$ cat config.mk
export PLATFORM = sky130hd
export DESIGN_NAME = apio_channel
export DESIGN_NICKNAME = d
export VERILOG_FILES = /design/src/apio_pkg.sv /design/src/apio_channel.sv
export VERILOG_INCLUDE_DIRS = /design/src
export SDC_FILE = /design/constraint.sdc
export NUM_CORES = 1
export LEC_CHECK = 0
export BUFFER_PORTS_ARGS = -buffer_cell sky130_fd_sc_hd__buf_4
export CORE_AREA = 8 8 230 188
export CTS_CLUSTER_DIAMETER = 40
export DETAILED_ROUTE_END_ITERATION = 10
export DIE_AREA = 0 0 238 196
export GPL_TIMING_DRIVEN = 0
export PLACE_DENSITY = 0.75
export SYNTH_ARGS = -nofsm -noshare
export SYNTH_HDL_FRONTEND = slang
export SYNTH_SLANG_ARGS = --single-unit
export TNS_END_PERCENT = 50
$ cat constraint.sdc
create_clock -name mclk_in -period 2.1 [get_ports mclk_in]
set_input_delay 0.21 -clock mclk_in [delete_from_list [all_inputs] [get_ports mclk_in]]
set_output_delay 0.21 -clock mclk_in [all_outputs]
set_load 0.03 [all_outputs]
$ cat src/apio_params.svh
`ifndef APIO_PARAMS_SVH
`define APIO_PARAMS_SVH

// ------------------------------------------------------------
// Widths
// ------------------------------------------------------------
`define APIO_PW 22
`define APIO_CNT_W 4

// ------------------------------------------------------------
// Register offsets (byte addresses)
// ------------------------------------------------------------
`define APIO_REG_IN_LIMIT 8'h00
`define APIO_REG_IN_CURRENT 8'h04
`define APIO_REG_OUT_LIMIT 8'h08
`define APIO_REG_OUT_CURRENT 8'h0C
`define APIO_REG_CTRL 8'h10

// ------------------------------------------------------------
// Control write bits and status read bits
// ------------------------------------------------------------
`define APIO_CTL_CLR_IN 0
`define APIO_CTL_CLR_OUT 1
`define APIO_CTL_PMC 2
`define APIO_ST_IN_ACTIVE 0
`define APIO_ST_IN_INT 1
`define APIO_ST_IN_ERR 2
`define APIO_ST_IN_PFAULT 3
`define APIO_ST_IN_PEND 4
`define APIO_ST_OUT_ACTIVE 8
`define APIO_ST_OUT_INT 9
`define APIO_ST_OUT_ERR 10
`define APIO_ST_MC 16

// ------------------------------------------------------------
// Timing
// ------------------------------------------------------------
`define APIO_CLK_NS 10
`define APIO_SAMPLE_NS 80
`define APIO_PULSE_NS 50
`define APIO_SAMPLE_CYC ((`APIO_SAMPLE_NS + `APIO_CLK_NS - 1) / `APIO_CLK_NS)
`define APIO_PULSE_CYC (`APIO_PULSE_NS / `APIO_CLK_NS)

`endif

$ cat src/apio_pkg.sv
`include "apio_params.svh"

package apio_pkg;

  typedef logic [`APIO_PW-1:0] apio_ptr_t;
  typedef logic [`APIO_CNT_W-1:0] apio_cnt_t;

  typedef enum logic [1:0] {
    IN_IDLE = 2'b00,
    IN_SAMPLE = 2'b01,
    IN_WRITE = 2'b10,
    IN_RESUME = 2'b11
  } apio_in_e;

  typedef enum logic [2:0] {
    OUT_IDLE = 3'b000,
    OUT_FETCH = 3'b001,
    OUT_READY = 3'b010,
    OUT_WAIT = 3'b011,
    OUT_DISC = 3'b100
  } apio_out_e;

  // Memory request toward the word store
  typedef struct packed {
    logic req;
    logic we;
    apio_ptr_t addr;
    logic [63:0] wdata;
  } apio_mem_s;

  typedef struct packed {
    logic [3:0] sy1;
    logic [3:0] sy2;
    logic [3:0] sy3;
    logic [19:0] din1;
    logic [19:0] din2;
    logic [31:0] rdata;
    apio_mem_s mem;
    apio_in_e ist;
    apio_ptr_t in_cur;
    apio_ptr_t in_lim;
    logic in_active;
    logic in_int;
    logic in_err;
    logic in_pfault;
    logic in_pend;
    logic in_disc;
    logic [1:0] iidx;
    apio_cnt_t icnt;
    logic [63:0] in_word;
    logic in_resume;
    apio_out_e ost;
    apio_ptr_t out_cur;
    apio_ptr_t out_lim;
    logic out_active;
    logic out_int;
    logic out_err;
    logic out_last;
    logic [1:0] oidx;
    apio_cnt_t ocnt;
    logic [63:0] out_word;
    logic [15:0] out_data;
    logic [3:0] out_par;
    logic out_ready;
    logic out_disc;
    apio_cnt_t mcnt;
    logic mc;
  } apio_state_s;

endpackage

$ cat src/apio_channel.sv
// What this block does
// - Ready while input inactive is remembered; on activation Resume, no error, no interrupt.
// - Ready during word write or at limit: error, interrupt, no Resume, data dropped.
// - Writing the current pointer sets the active flag and starts the transfer.
// - Output fetches word at current pointer, increments it, then sends parcels.
// - After fetch, pointer equal limit ends after last parcel; else fetch next.
// - Output Resume while inactive sets interrupt and error, nothing sent outward.
// - Input parcel is sampled no earlier than 80 ns after Ready edge.
// - Resume after each parcel; fourth parcel is written and pointer bumped first.
// - Disconnect after last Resume sets interrupt, deactivates; ignored at limit or inactive.
// - Four odd parity bits, one per data nibble, low nibble first.
// - Parity moves and holds exactly with the data lines.
// - Output data driven with Ready and held until that parcel's Resume.
// - At output limit, Disconnect after the last Resume, then interrupt and deactivate.
// - Output Ready, input Resume and output Disconnect are 50 ns pulses.
// - Master clear out on programmed command or general I/O clear.
// - Words move as four parcels, most significant parcel first.
// - Disconnect with partial word stores received parcels, zeros for the rest.
// - Bad parity sets fault flag at once; it sets error on Disconnect.
//
// Strobed register access and the register offsets were left to the implementer.
`timescale 1ns/1ps

module apio_channel
  import apio_pkg::*;
#(
  parameter int unsigned SAMPLE_CYC = `APIO_SAMPLE_CYC,
  parameter int unsigned PULSE_CYC = `APIO_PULSE_CYC
) (
  // Clock and reset
  input wire logic mclk_in,
  input wire logic resetn_in,
  // Register port
  input wire logic [7:0] reg_addr_in,
  input wire logic [31:0] reg_wdata_in,
  input wire logic reg_wr_in,
  input wire logic reg_rd_in,
  output logic [31:0] reg_rdata_out,
  // Word memory port
  output apio_mem_s mem_out,
  input wire logic mem_ack_in,
  input wire logic [63:0] mem_rdata_in,
  // Input channel link
  input wire logic [15:0] in_data_in,
  input wire logic [3:0] in_par_in,
  input wire logic in_ready_in,
  input wire logic in_disc_in,
  output logic in_resume_out,
  // Output channel link
  output logic [15:0] out_data_out,
  output logic [3:0] out_par_out,
  output logic out_ready_out,
  output logic out_disc_out,
  input wire logic out_resume_in,
  // Clear and flags
  input wire logic io_clear_in,
  output logic master_clear_out,
  output logic in_int_out,
  output logic out_int_out
);

  // ------------------------------------------------------------
  // Elaboration checks
  // ------------------------------------------------------------
  if (SAMPLE_CYC < 1 || SAMPLE_CYC > 15) begin : g_bad_sample
    $error("SAMPLE_CYC must lie in 1..15");
  end
  if (PULSE_CYC < 1 || PULSE_CYC > 15) begin : g_bad_pulse
    $error("PULSE_CYC must lie in 1..15");
  end

  localparam apio_cnt_t SAMPLE_N = apio_cnt_t'(SAMPLE_CYC);
  localparam apio_cnt_t PULSE_N = apio_cnt_t'(PULSE_CYC);

  apio_state_s s;
  apio_state_s next_s;

  // ------------------------------------------------------------
  // Parity and parcel selection
  // ------------------------------------------------------------
  logic [63:0] ow_src;
  logic [1:0] oi_src;
  logic [15:0] od_sel;
  logic [3:0] op_sel;
  logic [3:0] ip_bad;

  // Next outgoing parcel: parcel 0 from memory, later ones from the held word
  // high parcel first
  assign ow_src = (s.ost == OUT_FETCH) ? mem_rdata_in : s.out_word;
  assign oi_src = (s.ost == OUT_FETCH) ? 2'b00 : 2'(s.oidx + 2'b01);
  assign od_sel = ow_src[{~oi_src, 4'h0} +: 16];

  // One odd parity bit per nibble, both directions
  for (genvar g = 0; g < 4; g++) begin : g_par
    assign op_sel[g] = ~^od_sel[4*g +: 4];
    assign ip_bad[g] = s.din2[16+g] != ~^s.din2[4*g +: 4];
  end

  // ------------------------------------------------------------
  // Next state
  // ------------------------------------------------------------
  always_comb begin
    logic rdy_rise;
    logic dis_rise;
    logic res_rise;
    logic clr_rise;
    logic ctl_wr;
    next_s = s;
    next_s.sy1 = {in_ready_in, in_disc_in, out_resume_in, io_clear_in};
    next_s.sy2 = s.sy1;
    next_s.sy3 = s.sy2;
    next_s.din1 = {in_par_in, in_data_in};
    next_s.din2 = s.din1;
    rdy_rise = s.sy2[3] & ~s.sy3[3];
    dis_rise = s.sy2[2] & ~s.sy3[2];
    res_rise = s.sy2[1] & ~s.sy3[1];
    clr_rise = s.sy2[0] & ~s.sy3[0];
    ctl_wr = reg_wr_in && reg_addr_in == `APIO_REG_CTRL;

    // Read data stands only in the cycle after the strobe
    next_s.rdata = 32'h0000_0000;
    if (reg_rd_in) begin
      case (reg_addr_in)
        `APIO_REG_IN_LIMIT: next_s.rdata = 32'(s.in_lim);
        `APIO_REG_IN_CURRENT: next_s.rdata = 32'(s.in_cur);
        `APIO_REG_OUT_LIMIT: next_s.rdata = 32'(s.out_lim);
        `APIO_REG_OUT_CURRENT: next_s.rdata = 32'(s.out_cur);
        `APIO_REG_CTRL: begin
          next_s.rdata[`APIO_ST_IN_ACTIVE] = s.in_active;
          next_s.rdata[`APIO_ST_IN_INT] = s.in_int;
          next_s.rdata[`APIO_ST_IN_ERR] = s.in_err;
          next_s.rdata[`APIO_ST_IN_PFAULT] = s.in_pfault;
          next_s.rdata[`APIO_ST_IN_PEND] = s.in_pend;
          next_s.rdata[`APIO_ST_OUT_ACTIVE] = s.out_active;
          next_s.rdata[`APIO_ST_OUT_INT] = s.out_int;
          next_s.rdata[`APIO_ST_OUT_ERR] = s.out_err;
          next_s.rdata[`APIO_ST_MC] = s.mc;
        end
        default: next_s.rdata = 32'h0000_0000;
      endcase
    end

    // Flag clears first so that a same-cycle event below wins
    if (ctl_wr && reg_wdata_in[`APIO_CTL_CLR_IN]) begin
      next_s.in_int = 1'b0;
      next_s.in_err = 1'b0;
    end
    if (ctl_wr && reg_wdata_in[`APIO_CTL_CLR_OUT]) begin
      next_s.out_int = 1'b0;
      next_s.out_err = 1'b0;
    end

    // Pointer writes; writing current arms the channel
    if (reg_wr_in) begin
      case (reg_addr_in)
        `APIO_REG_IN_LIMIT: next_s.in_lim = reg_wdata_in[`APIO_PW-1:0];
        `APIO_REG_IN_CURRENT: begin
          next_s.in_cur = reg_wdata_in[`APIO_PW-1:0];
          next_s.in_active = 1'b1;
          next_s.in_pfault = 1'b0;
          next_s.in_disc = 1'b0;
          next_s.iidx = 2'b00;
          next_s.in_word = 64'h0;
        end
        `APIO_REG_OUT_LIMIT: next_s.out_lim = reg_wdata_in[`APIO_PW-1:0];
        `APIO_REG_OUT_CURRENT: begin
          if (s.ost == OUT_IDLE) begin
            next_s.out_cur = reg_wdata_in[`APIO_PW-1:0];
            next_s.out_active = 1'b1;
            next_s.oidx = 2'b00;
            next_s.ost = OUT_FETCH;
          end
        end
        default: ;
      endcase
    end

    // Memory answer; requests are held until acknowledged
    if (s.mem.req && mem_ack_in) begin
      next_s.mem.req = 1'b0;
      if (s.mem.we) begin
        next_s.in_cur = apio_ptr_t'(s.in_cur + 1'b1);
        next_s.in_word = 64'h0;
        next_s.iidx = 2'b00;
        if (s.in_disc) begin
          next_s.in_int = 1'b1;
          next_s.in_active = 1'b0;
          next_s.in_err = next_s.in_err | s.in_pfault;
          next_s.ist = IN_IDLE;
        end else begin
          next_s.in_resume = 1'b1;
          next_s.icnt = PULSE_N;
          next_s.ist = IN_RESUME;
        end
      end else begin
        // word back: bump pointer, send first parcel
        next_s.out_word = mem_rdata_in;
        next_s.out_cur = apio_ptr_t'(s.out_cur + 1'b1);
        next_s.out_last = apio_ptr_t'(s.out_cur + 1'b1) == s.out_lim;
        // data, parity and Ready leave together
        next_s.out_data = od_sel;
        next_s.out_par = op_sel;
        next_s.out_ready = 1'b1;
        next_s.ocnt = PULSE_N;
        next_s.ost = OUT_READY;
      end
    end

    // Input channel sequencer
    case (s.ist)
      IN_IDLE: begin
        if (s.in_active && s.in_pend) begin
          next_s.in_pend = 1'b0;
          next_s.icnt = SAMPLE_N;
          next_s.ist = IN_SAMPLE;
        end
      end
      IN_SAMPLE: begin
        next_s.icnt = apio_cnt_t'(s.icnt - 1'b1);
        if (s.icnt == 1) begin
          next_s.in_word[{~s.iidx, 4'h0} +: 16] = s.din2[15:0];
          if (ip_bad != 4'h0) begin
            next_s.in_pfault = 1'b1;
          end
          next_s.iidx = 2'(s.iidx + 2'b01);
          if (s.iidx == 2'b11) begin
            next_s.ist = IN_WRITE;
          end else begin
            next_s.in_resume = 1'b1;
            next_s.icnt = PULSE_N;
            next_s.ist = IN_RESUME;
          end
        end
      end
      IN_WRITE: begin
        if (!s.mem.req && !next_s.mem.req) begin
          next_s.mem = '{req: 1'b1, we: 1'b1, addr: s.in_cur, wdata: s.in_word};
        end
      end
      IN_RESUME: begin
        next_s.icnt = apio_cnt_t'(s.icnt - 1'b1);
        if (s.icnt == 1) begin
          next_s.in_resume = 1'b0;
          next_s.ist = IN_IDLE;
          if (s.iidx == 2'b00 && s.in_cur == s.in_lim) begin
            next_s.in_int = 1'b1;
            next_s.in_active = 1'b0;
          end
        end
      end
      default: next_s.ist = IN_IDLE;
    endcase

    // Ready events
    if (rdy_rise) begin
      if (!s.in_active) begin
        next_s.in_pend = 1'b1;
      end else if (s.ist == IN_WRITE || s.in_cur == s.in_lim) begin
        next_s.in_err = 1'b1;
        next_s.in_int = 1'b1;
        next_s.in_active = 1'b0;
      end else if (s.ist == IN_IDLE) begin
        next_s.icnt = SAMPLE_N;
        next_s.ist = IN_SAMPLE;
      end
    end

    // Disconnect honoured only when active below limit
    if (dis_rise && s.in_active && s.in_cur != s.in_lim && s.ist == IN_IDLE) begin
      if (s.iidx != 2'b00) begin
        // partial word, low parcels already zero
        next_s.in_disc = 1'b1;
        next_s.ist = IN_WRITE;
      end else begin
        next_s.in_int = 1'b1;
        next_s.in_active = 1'b0;
        next_s.in_err = next_s.in_err | s.in_pfault;
      end
    end

    // Output channel sequencer
    case (s.ost)
      OUT_IDLE: ;
      OUT_FETCH: begin
        // Input writes take the memory first
        if (!s.mem.req && !next_s.mem.req && s.ist != IN_WRITE) begin
          next_s.mem = '{req: 1'b1, we: 1'b0, addr: s.out_cur, wdata: 64'h0};
        end
      end
      OUT_READY: begin
        next_s.ocnt = apio_cnt_t'(s.ocnt - 1'b1);
        if (s.ocnt == 1) begin
          next_s.out_ready = 1'b0;
          next_s.ost = OUT_WAIT;
        end
      end
      OUT_WAIT: begin
        if (res_rise) begin
          next_s.oidx = 2'(s.oidx + 2'b01);
          if (s.oidx != 2'b11) begin
            next_s.out_data = od_sel;
            next_s.out_par = op_sel;
            next_s.out_ready = 1'b1;
            next_s.ocnt = PULSE_N;
            next_s.ost = OUT_READY;
          end else if (s.out_last) begin
            next_s.out_disc = 1'b1;
            next_s.ocnt = PULSE_N;
            next_s.ost = OUT_DISC;
          end else begin
            next_s.ost = OUT_FETCH;
          end
        end
      end
      OUT_DISC: begin
        next_s.ocnt = apio_cnt_t'(s.ocnt - 1'b1);
        if (s.ocnt == 1) begin
          next_s.out_disc = 1'b0;
          next_s.out_int = 1'b1;
          next_s.out_active = 1'b0;
          next_s.ost = OUT_IDLE;
        end
      end
      default: next_s.ost = OUT_IDLE;
    endcase

    // stray Resume on an idle output channel
    if (res_rise && !s.out_active) begin
      next_s.out_int = 1'b1;
      next_s.out_err = 1'b1;
    end

    // master clear pulse from either source
    if (clr_rise || (ctl_wr && reg_wdata_in[`APIO_CTL_PMC])) begin
      next_s.mc = 1'b1;
      next_s.mcnt = PULSE_N;
    end else if (s.mc) begin
      next_s.mcnt = apio_cnt_t'(s.mcnt - 1'b1);
      if (s.mcnt == 1) begin
        next_s.mc = 1'b0;
      end
    end
  end

  // ------------------------------------------------------------
  // State register
  // ------------------------------------------------------------
  always_ff @(posedge mclk_in) begin
    if (!resetn_in) begin
      s <= '0;
    end else begin
      s <= next_s;
    end
  end

  // Outputs straight from the state flops
  assign reg_rdata_out = s.rdata;
  assign mem_out = s.mem;
  assign in_resume_out = s.in_resume;
  assign out_data_out = s.out_data;
  assign out_par_out = s.out_par;
  assign out_ready_out = s.out_ready;
  assign out_disc_out = s.out_disc;
  assign master_clear_out = s.mc;
  assign in_int_out = s.in_int;
  assign out_int_out = s.out_int;

endmodule // apio_channel

==> out/qor.txt, run 1 <==
crit end category - register
CP Launch Point - s[124]
Final Power - 0.0189 W
Worst path slowest cell - dfxtp_4
complex-gate fraction of the synthesized area - 16.2%
TritonCTS clock tree - built
routability cong. - 0.966
RSZ-0062 raised after global routing - true
Syn. warnings - 0
status - finished with violations
synthesized area per cell - 8.34 sq um
DRC violation count after routing - 0
Data required, critical path - 2.61 ns
Max VDD drop - 0.565 mV
Overall Global Routing Usage - 29.0%
Post-synth EDFFs - 0
Mapped Cells - 2332
Die Ht - 196 um
core footprint - 39800 sq um
# IOs - 279
final setup margin - -0.0866 ns
termination of the worst setup path - s[97]
ANT nets after route - 0
Synth Register Bits - 433
most numerous cell on the critical path - nand4_1
TritonRoute pass-1 iters - 6
placed cells - 3142
synthesized area - 19400 sq um
R2R Setup Slk - -0.09 ns
number of max-cap violations - 0
Post-Synth Adder-Cell Area - 0.966%
number of global-route vias before repair - 18600
CP max stage delay - 0.43 ns
sequential area share after synthesis - 44.6%
die extent in x - 238 um
Max FO, Critical Path - 6
# port buffers - 257
Hold Crit Class - in -> reg
Worst setup SP type - register
post-synthesis mux area share - 5.21%
FF-to-FF End - s[97]
Area contributors post-synth - dfxtp_1 45%, nand2_1 8.4%, a21oi_1 6.5%, buf_4 5.5%, nor2_1 4.1%
clock root buffer - clkbuf_16
Area Overhead vs Synth - 34.4%
Final period util - 104%
largest net degree at the start of global routing - 16
clk slew on worst S/H paths - 0.06 ns
ys flop type - dfxtp_1
detailed placement HPWL - 50900 um
Netlist cell types - 71
critical path class - reg -> reg
post-route minimum period - 2.19 ns
drt total wl - 71200 um
CTS buffer count - 56
Hold Vio Cnt, Final - 0
XOR/XNOR share of the synthesized area - 3.83%
f_max - 457 MHz
Slew HR - 32.5%
top-count cell post-synth - nand2_1
DR iter-0 viols - 1947
Skew-Pair Late Insertion Delay - 0.63 ns
initial core utilization - 48.8%
asr flop ratio synth - 0%
via-per-instance ratio - 5.65
Max Clock Skew - 0.0309 ns
Hold WS - 0.0450 ns
nets@finish - 2951
top cells by count, synth - 437 x nand2_1, 433 x dfxtp_1, 253 x a21oi_1
CP arrival - 2.69 ns
layout cells sized above 1 - 26.1%
Power Dens Cells - 723 nW/um^2
Reg-to-Reg Start - s[124]
CP cell instances - ha_4, nand3_4, or2_2, clkbuf_2, or4_1, nand4_1, nor4_2, nand4_1, nand2_1
Leak Pwr - 10.4 nW
final setup fails - 2
largest family of logic cells by synthesized area - simple AND/OR/NAND/NOR gates
via count - 19200
simple-gate share of the synthesized area - 19.7%
gr ovfl total - 0
Yosys top cell by area - dfxtp_1
number of core rows - 66
Synth top area share - 44.6%
Worst Tran Pin Value - 1.01 ns
initial antenna violation count - 8
DR WL/cell - 21.0 um
R2R cell count - 9
Sink Count - 433
max-slew violation count - 0
worst slack at placement - -0.827 ns
clk buf depth - 3
failing checks - setup timing
global-route wire length before repair - 107000 um
H-tree Lvls - 2
Total Die Area - 46600 sq um
Fin Setup TNS - -0.112 ns
Finished Layout Cells - 3395
## placed cells by master (no fill, tap or decap), types with 21 or more instances in the layout
cell type	n
nand2_1	432
dfxtp_2	21
clkbuf_16	56
clkbuf_1	70
nor2_1	202
xor2_1	28
nor3_1	22
a21oi_1	249
inv_1	21
mux2i_1	56
and2_1	70
dfxtp_1	411
a311oi_1	25
xnor2_1	56
dlygate4sd3_1	111
o21ai_0	47
buf_2	21
buf_4	448
nand3_1	26
a22oi_1	70
o22ai_1	28
clkbuf_2	30
a211oi_1	29
## metal layers
metal / track usage (%) / share of wire (%)
met2: 44.5 / 44
met3: 8.46 / 12
met4: 9.77 / 3.2
met5: 0 / 0.088
met1: 38.7 / 41
## flip-flops by register name, indices dropped and copies added (netlist names)
signal	count
out_disc_out	1
out_int_out	1
out_data_out	16
mem_out	88
out_par_out	4
s	269
in_resume_out	1
next_s	28
reg_rdata_out	22
in_int_out	1
master_clear_out	1
out_ready_out	1
## layout make-up
class	instances	area (sq um)
fillers	3180	13700
clock inverters	41	413
well taps	544	681
inverters	22	82.6
plain buffers	300	1980
multi-input cells	1573	9360
clock buffers	62	1470
diodes	3	7.51
repair buffers	417	3420
flip-flops and latches	433	8700
## what timing repair did
| action | in CTS | in global routing |
|---|---|---|
| hold endpoints to repair | 163 | 0 |
| setup endpoints to repair | 258 | 219 |
| hold buffers | 111 | 0 |
| cloned | 0 | 1 |
| gates resized for setup | 128 | 113 |
| pin swaps | 14 | 23 |
| buffers inserted | 14 | 34 |
## stage by stage
stage	utilization [%]	instance area [sq um]
floorplan	-	19500
global placement	55.5	22100
detailed placement	55.5	22100
CTS	64.3	25600
global route	65.6	26100
finish	65.6	26100
## logic make-up after synthesis
kind of cell             Yosys count
AND/OR/NAND/NOR                  867
XOR/XNOR                          85
multiplexers                      81
other                              1
buffers and inverters            335
flip-flops                       433
adder cells (fa/ha/maj)           15
AO/OA/AOI/OAI                    515
## how the worst min path moves through the flow
stage / slack [ns] / depth (start not counted) / endpoint / from
after floorplan: 0.34 / 1 / next_s[391] / in_data_in[0]
after global placement: 0.41 / 1 / s[404] / next_s[404]
after detailed placement: 0.42 / 1 / s[403] / next_s[403]
after CTS: 0.009 / 4 / out_int_out / reg_wr_in
after global routing: 0.05 / 4 / in_int_out / reg_wr_in
final: 0.04 / 4 / out_int_out / reg_wr_in
## power by group
group / internal (W) / switching, W / leakage (nW)
clock: 0.00556 / 0.00405 / 0.922
sequential: 0.00827 / 0.0000633 / 3.51
combinational: 0.000429 / 0.000505 / 5.92
total: 0.0143 / 0.00462 / 10.4
## worst max-delay path, delay by kind of cell (launching register included)
kind	cells	cell delay, ns
flip-flops	1	0.43
adder cells (fa/ha/maj)	1	0.20
AND/OR/NAND/NOR	7	1.29
buffers and inverters	1	0.15
No activity file was read; power rests on OpenSTA's default activity.
==> inputs of run 2 (changes only) <==
Settings changed: BUFFER_PORTS_ARGS -buffer_cell sky130_fd_sc_hd__buf_4 to -buffer_cell sky130_fd_sc_hd__buf_2.
==> out/qor.txt, run 2 (same netlist as run 1, synthesis figures left out) <==
status - finished with violations
failing checks - setup timing
Overall Global Routing Usage - 28.0%
met2 usage - 43.1%
max-slew violation count - 0
CP cell instances - ha_4, nand3_4, or2_2, clkbuf_1, or4_1, nand4_1, nor4_2, nand4_1, nand2_1
initial core utilization - 48.8%
Max Clock Skew - 0.0262 ns
Leak Pwr - 10.2 nW
clk slew on worst S/H paths - 0.06 ns
TritonRoute pass-1 iters - 5
ANT nets after route - 0
global-route wire length before repair - 103000 um
layout cells sized above 1 - 25.0%
detailed placement HPWL - 49700 um
most common cell after layout, fill and taps aside - nand2_1
die extent in x - 238 um
via-per-instance ratio - 5.62
Hold Vio Cnt, Final - 0
FF+latch area - 8690 sq um
RSZ-0062 raised after global routing - true
placed cells - 3142
DRC violation count after routing - 0
critical path class - reg -> reg
max reg flops - 269
Top reg by flops - s
number of core rows - 66
TritonCTS clock tree - built
drt total wl - 68700 um
nets@finish - 2933
f_max - 453 MHz
busiest grt layer - met2
Hold Crit Class - in -> reg
number of fill cells - 3315
Power Dens Cells - 746 nW/um^2
Final period util - 105%
Finished Layout Cells - 3375
most frequent cells in the layout - 433 x nand2_1, 420 x dfxtp_1, 271 x buf_2
gr ovfl total - 0
initial antenna violation count - 3
Area Overhead vs Synth - 30.2%
routability cong. - 0.963
final setup margin - -0.110 ns
clk buf depth - 3
Data required, critical path - 2.57 ns
number of global-route vias before repair - 18100
CTS buffer count - 54
# port buffers - 257
multi-input logic area - 9360 sq um
core footprint - 39800 sq um
most numerous cell on the critical path - nand4_1
DR WL/cell - 20.4 um
Die Ht - 196 um
Worst setup SP type - register
routing usage on met3 - 6.23%
clock root buffer - clkbuf_16
utilization after layout - 63.6%
post-route minimum period - 2.21 ns
Worst path slowest cell - or4_1
largest net degree at the start of global routing - 15
Worst Tran Pin Value - 1.10 ns
CP max stage delay - 0.44 ns
crit end category - register
Total Die Area - 46600 sq um
# IOs - 279
worst slack at placement - -0.711 ns
CP arrival - 2.68 ns
final setup fails - 6
met1 usage - 38.4%
Slew HR - 26.7%
Skew-Pair Late Insertion Delay - 0.60 ns
Sink Count - 433
Max FO, Critical Path - 6
DR iter-0 viols - 1870
via count - 19000
H-tree Lvls - 2
Max VDD drop - 0.535 mV
number of max-cap violations - 0
==> run 2: cell type report <==
type                       instances  area share [%]
clock buffer                      71            5.91
multi-input combinational       1573            37.0
tap                              544            2.69
sequential                       433            34.3
inverter                          22           0.326
timing repair buffer             394            10.3
buffer                           307            7.86
antenna                            3          0.0297
clock inverter                    28            1.56
==> run 2: final timing paths <==
check               from     endpoint  slack (ns)  cells after the start
max reg2reg       s[124]        s[97]       -0.11                      9
min           mem_ack_in  mem_out[87]        0.11                      3
max               s[124]        s[97]       -0.11                      9
min reg2reg  next_s[394]       s[394]        0.43                      1
==> run 2: power breakdown <==
group / switching, W / internal, W
clock network: 0.00377 / 0.00594
registers: 0.0000599 / 0.00827
logic: 0.000491 / 0.000361
total: 0.00432 / 0.0146
==> run 2: metal layers <==
metal,vias up,wire (um)
met5,-,15
met4,2,2350
met3,170,8190
met2,1127,29800
met1,8931,28400
li1,8744,-
==> run 2: what timing repair did <==
item | CTS | global route
pin swaps | 11 | 18
setup buffers | 14 | 13
hold buffers | 110 | 0
gates resized for setup | 122 | 103
endpoints found under the hold margin | 138 | 0
setup endpoints to repair | 254 | 247
==> run 2: critical path: cells and delay by family (launching register included) <==
kind	cells	cell delay, ns
AND/OR/NAND/NOR	7	1.31
buffers and inverters	1	0.17
adder cells (fa/ha/maj)	1	0.20
flip-flops	1	0.43
==> run 2: metrics by stage <==
stage	hold WS, ns	setup TNS, ns	area, sq um	total power [W]
2_1_floorplan	0.337	0	19500	0.00881
3_3_place_gp	0.416	-131.54	21400	0.00915
3_5_place_dp	0.419	-152.42	21400	0.00916
4_1_cts	0.0368	-0.365	24900	0.0189
5_1_grt	0.0899	-1.52	25300	0.0193
6_report	0.105	-0.174	25300	0.0189
==> inputs of run 3 (changes only) <==
Settings changed: SKIP_LAST_GASP set to 1.
==> out/qor.txt, run 3 (same netlist as run 1, synthesis figures left out) <==
Sink Count - 433
failing checks - setup timing
TritonRoute pass-1 iters - 6
Die Ht - 196 um
via count - 19000
clk slew on worst S/H paths - 0.06 ns
Skew-Pair Late Insertion Delay - 0.60 ns
max-slew violation count - 0
Fin Setup TNS - -0.0250 ns
Max VDD drop - 0.543 mV
largest net degree at the start of global routing - 15
layout cells sized above 1 - 25.3%
Hold Crit Class - in -> reg
f_max - 475 MHz
Worst path slowest cell - nor4_4
clock share of power - 51.4%
final setup fails - 5
clock root buffer - clkbuf_16
via-per-instance ratio - 5.60
CP cell instances - buf_6, nand4_1, buf_4, buf_4, nor4_4, buf_4, a211oi_2, a41oi_2, nor4_2, nand4_1, nand2_1
most common cell after layout, fill and taps aside - nand2_1
Overall Global Routing Usage - 28.0%
ANT nets after route - 0
max reg flops - 269
nets@finish - 2941
sequential power share - 44.1%
Int Pwr - 0.0146 W
initial core utilization - 48.8%
DR iter-0 viols - 1881
Area Overhead vs Synth - 30.8%
utilization after layout - 63.9%
CP arrival - 2.58 ns
number of core rows - 66
CTS buffer count - 54
status - finished with violations
critical path class - reg -> reg
placed cells - 3142
# IOs - 279
Leak Pwr - 10.2 nW
DR WL/cell - 20.4 um
Max FO, Critical Path - 5
number of global-route vias before repair - 18100
post-route minimum period - 2.11 ns
crit end category - register
RSZ-0062 raised after global routing - true
Worst setup SP type - register
Finished Layout Cells - 3383
TritonCTS clock tree - built
core footprint - 39800 sq um
Data required, critical path - 2.57 ns
Slew HR - 26.2%
switching pwr - 0.00431 W
final setup margin - -0.00710 ns
Combinational Power Share - 4.5%
clk buf depth - 3
H-tree Lvls - 2
global-route wire length before repair - 103000 um
Total Die Area - 46600 sq um
Hold Vio Cnt, Final - 0
drt total wl - 68900 um
Final period util - 100%
most numerous cell on the critical path - buf_4
most frequent cells in the layout - 433 x nand2_1, 418 x dfxtp_1, 272 x buf_2
initial antenna violation count - 3
detailed placement HPWL - 49700 um
Switching Fraction - 22.8%
CP max stage delay - 0.39 ns
Power Dens Cells - 743 nW/um^2
gr ovfl total - 0
Max Clock Skew - 0.0251 ns
DRC violation count after routing - 0
# port buffers - 257
number of max-cap violations - 0
routability cong. - 0.963
die extent in x - 238 um
Worst Tran Pin Value - 1.11 ns
Top reg by flops - s
## run 3: cell count changes in the layout (fill, tap and decap cells not counted), moves of 2 or more
cell / delta
buf_4: +13
clkbuf_2: -8
buf_8: +2
dfxtp_1: -2
buf_6: +3
dfxtp_4: +2
clkbuf_8: -2
## run 3: metal layers
metal / wire length [um] / global-route usage, %
met1: 28400 / 38.4
met2: 30000 / 43.0
met3: 8220 / 6.17
met4: 2270 / 9.68
met5: 15 / 0
## run 3: path summary, 6_finish.rpt
check,from,to,slack [ns],cells after the start
setup / recovery,s[137],s[97],-0.007,11
hold / removal,mem_ack_in,mem_out[87],0.09,3
setup reg to reg,s[137],s[97],-0.007,11
hold reg to reg,next_s[403],s[403],0.43,1
## run 3: final cells by class
| cell class | instances | area (sq um) |
|---|---|---|
| buffer | 299 | 1960 |
| inverter | 22 | 82.6 |
| clock buffer | 71 | 1500 |
| multi-input combinational | 1573 | 9370 |
| clock inverter | 28 | 394 |
| tap | 544 | 681 |
| timing repair buffer | 410 | 2720 |
| fill | 3292 | 14400 |
| antenna | 3 | 7.51 |
| sequential | 433 | 8700 |
## run 3: worst max-delay path, delay by kind of cell, from the launching register on
| family | cells | cell delay (ns) |
|---|---|---|
| simple gates | 5 | 0.79 |
| buf+inv | 4 | 0.61 |
| flops | 1 | 0.33 |
| compound gates | 2 | 0.27 |
## run 3: repair_timing
item,4_1_cts,5_1_grt
cloned,0,1
hold buffers,110,0
setup buffers,14,28
setup endpoints to repair,254,260
pin swaps,9,25
hold endpoints to repair,138,0
gates resized for setup,100,133
## run 3: metrics by stage
| stage | instance area [sq um] | total power [W] | setup WS [ns] | hold WS [ns] |
|---|---|---|---|---|
| after floorplan | 19500 | 0.00881 | 0.0307 | 0.337 |
| after global placement | 21400 | 0.00915 | -0.631 | 0.416 |
| after detailed placement | 21400 | 0.00916 | -0.711 | 0.419 |
| after CTS | 24900 | 0.0189 | -0.118 | 0.0368 |
| after global routing | 25400 | 0.0193 | -0.112 | 0.0882 |
| final | 25400 | 0.0189 | -0.00710 | 0.0866 |
## run 3: power groups by stage
stage / clock [W] / sequential, W / combinational [W]
CTS: 0.00974 / 0.00834 / 0.000810
global route: 0.0101 / 0.00833 / 0.000890
finish: 0.00970 / 0.00833 / 0.000852
global placement: 0 / 0.00851 / 0.000635
detailed placement: 0 / 0.00851 / 0.000645
floorplan: 0 / 0.00849 / 0.000320
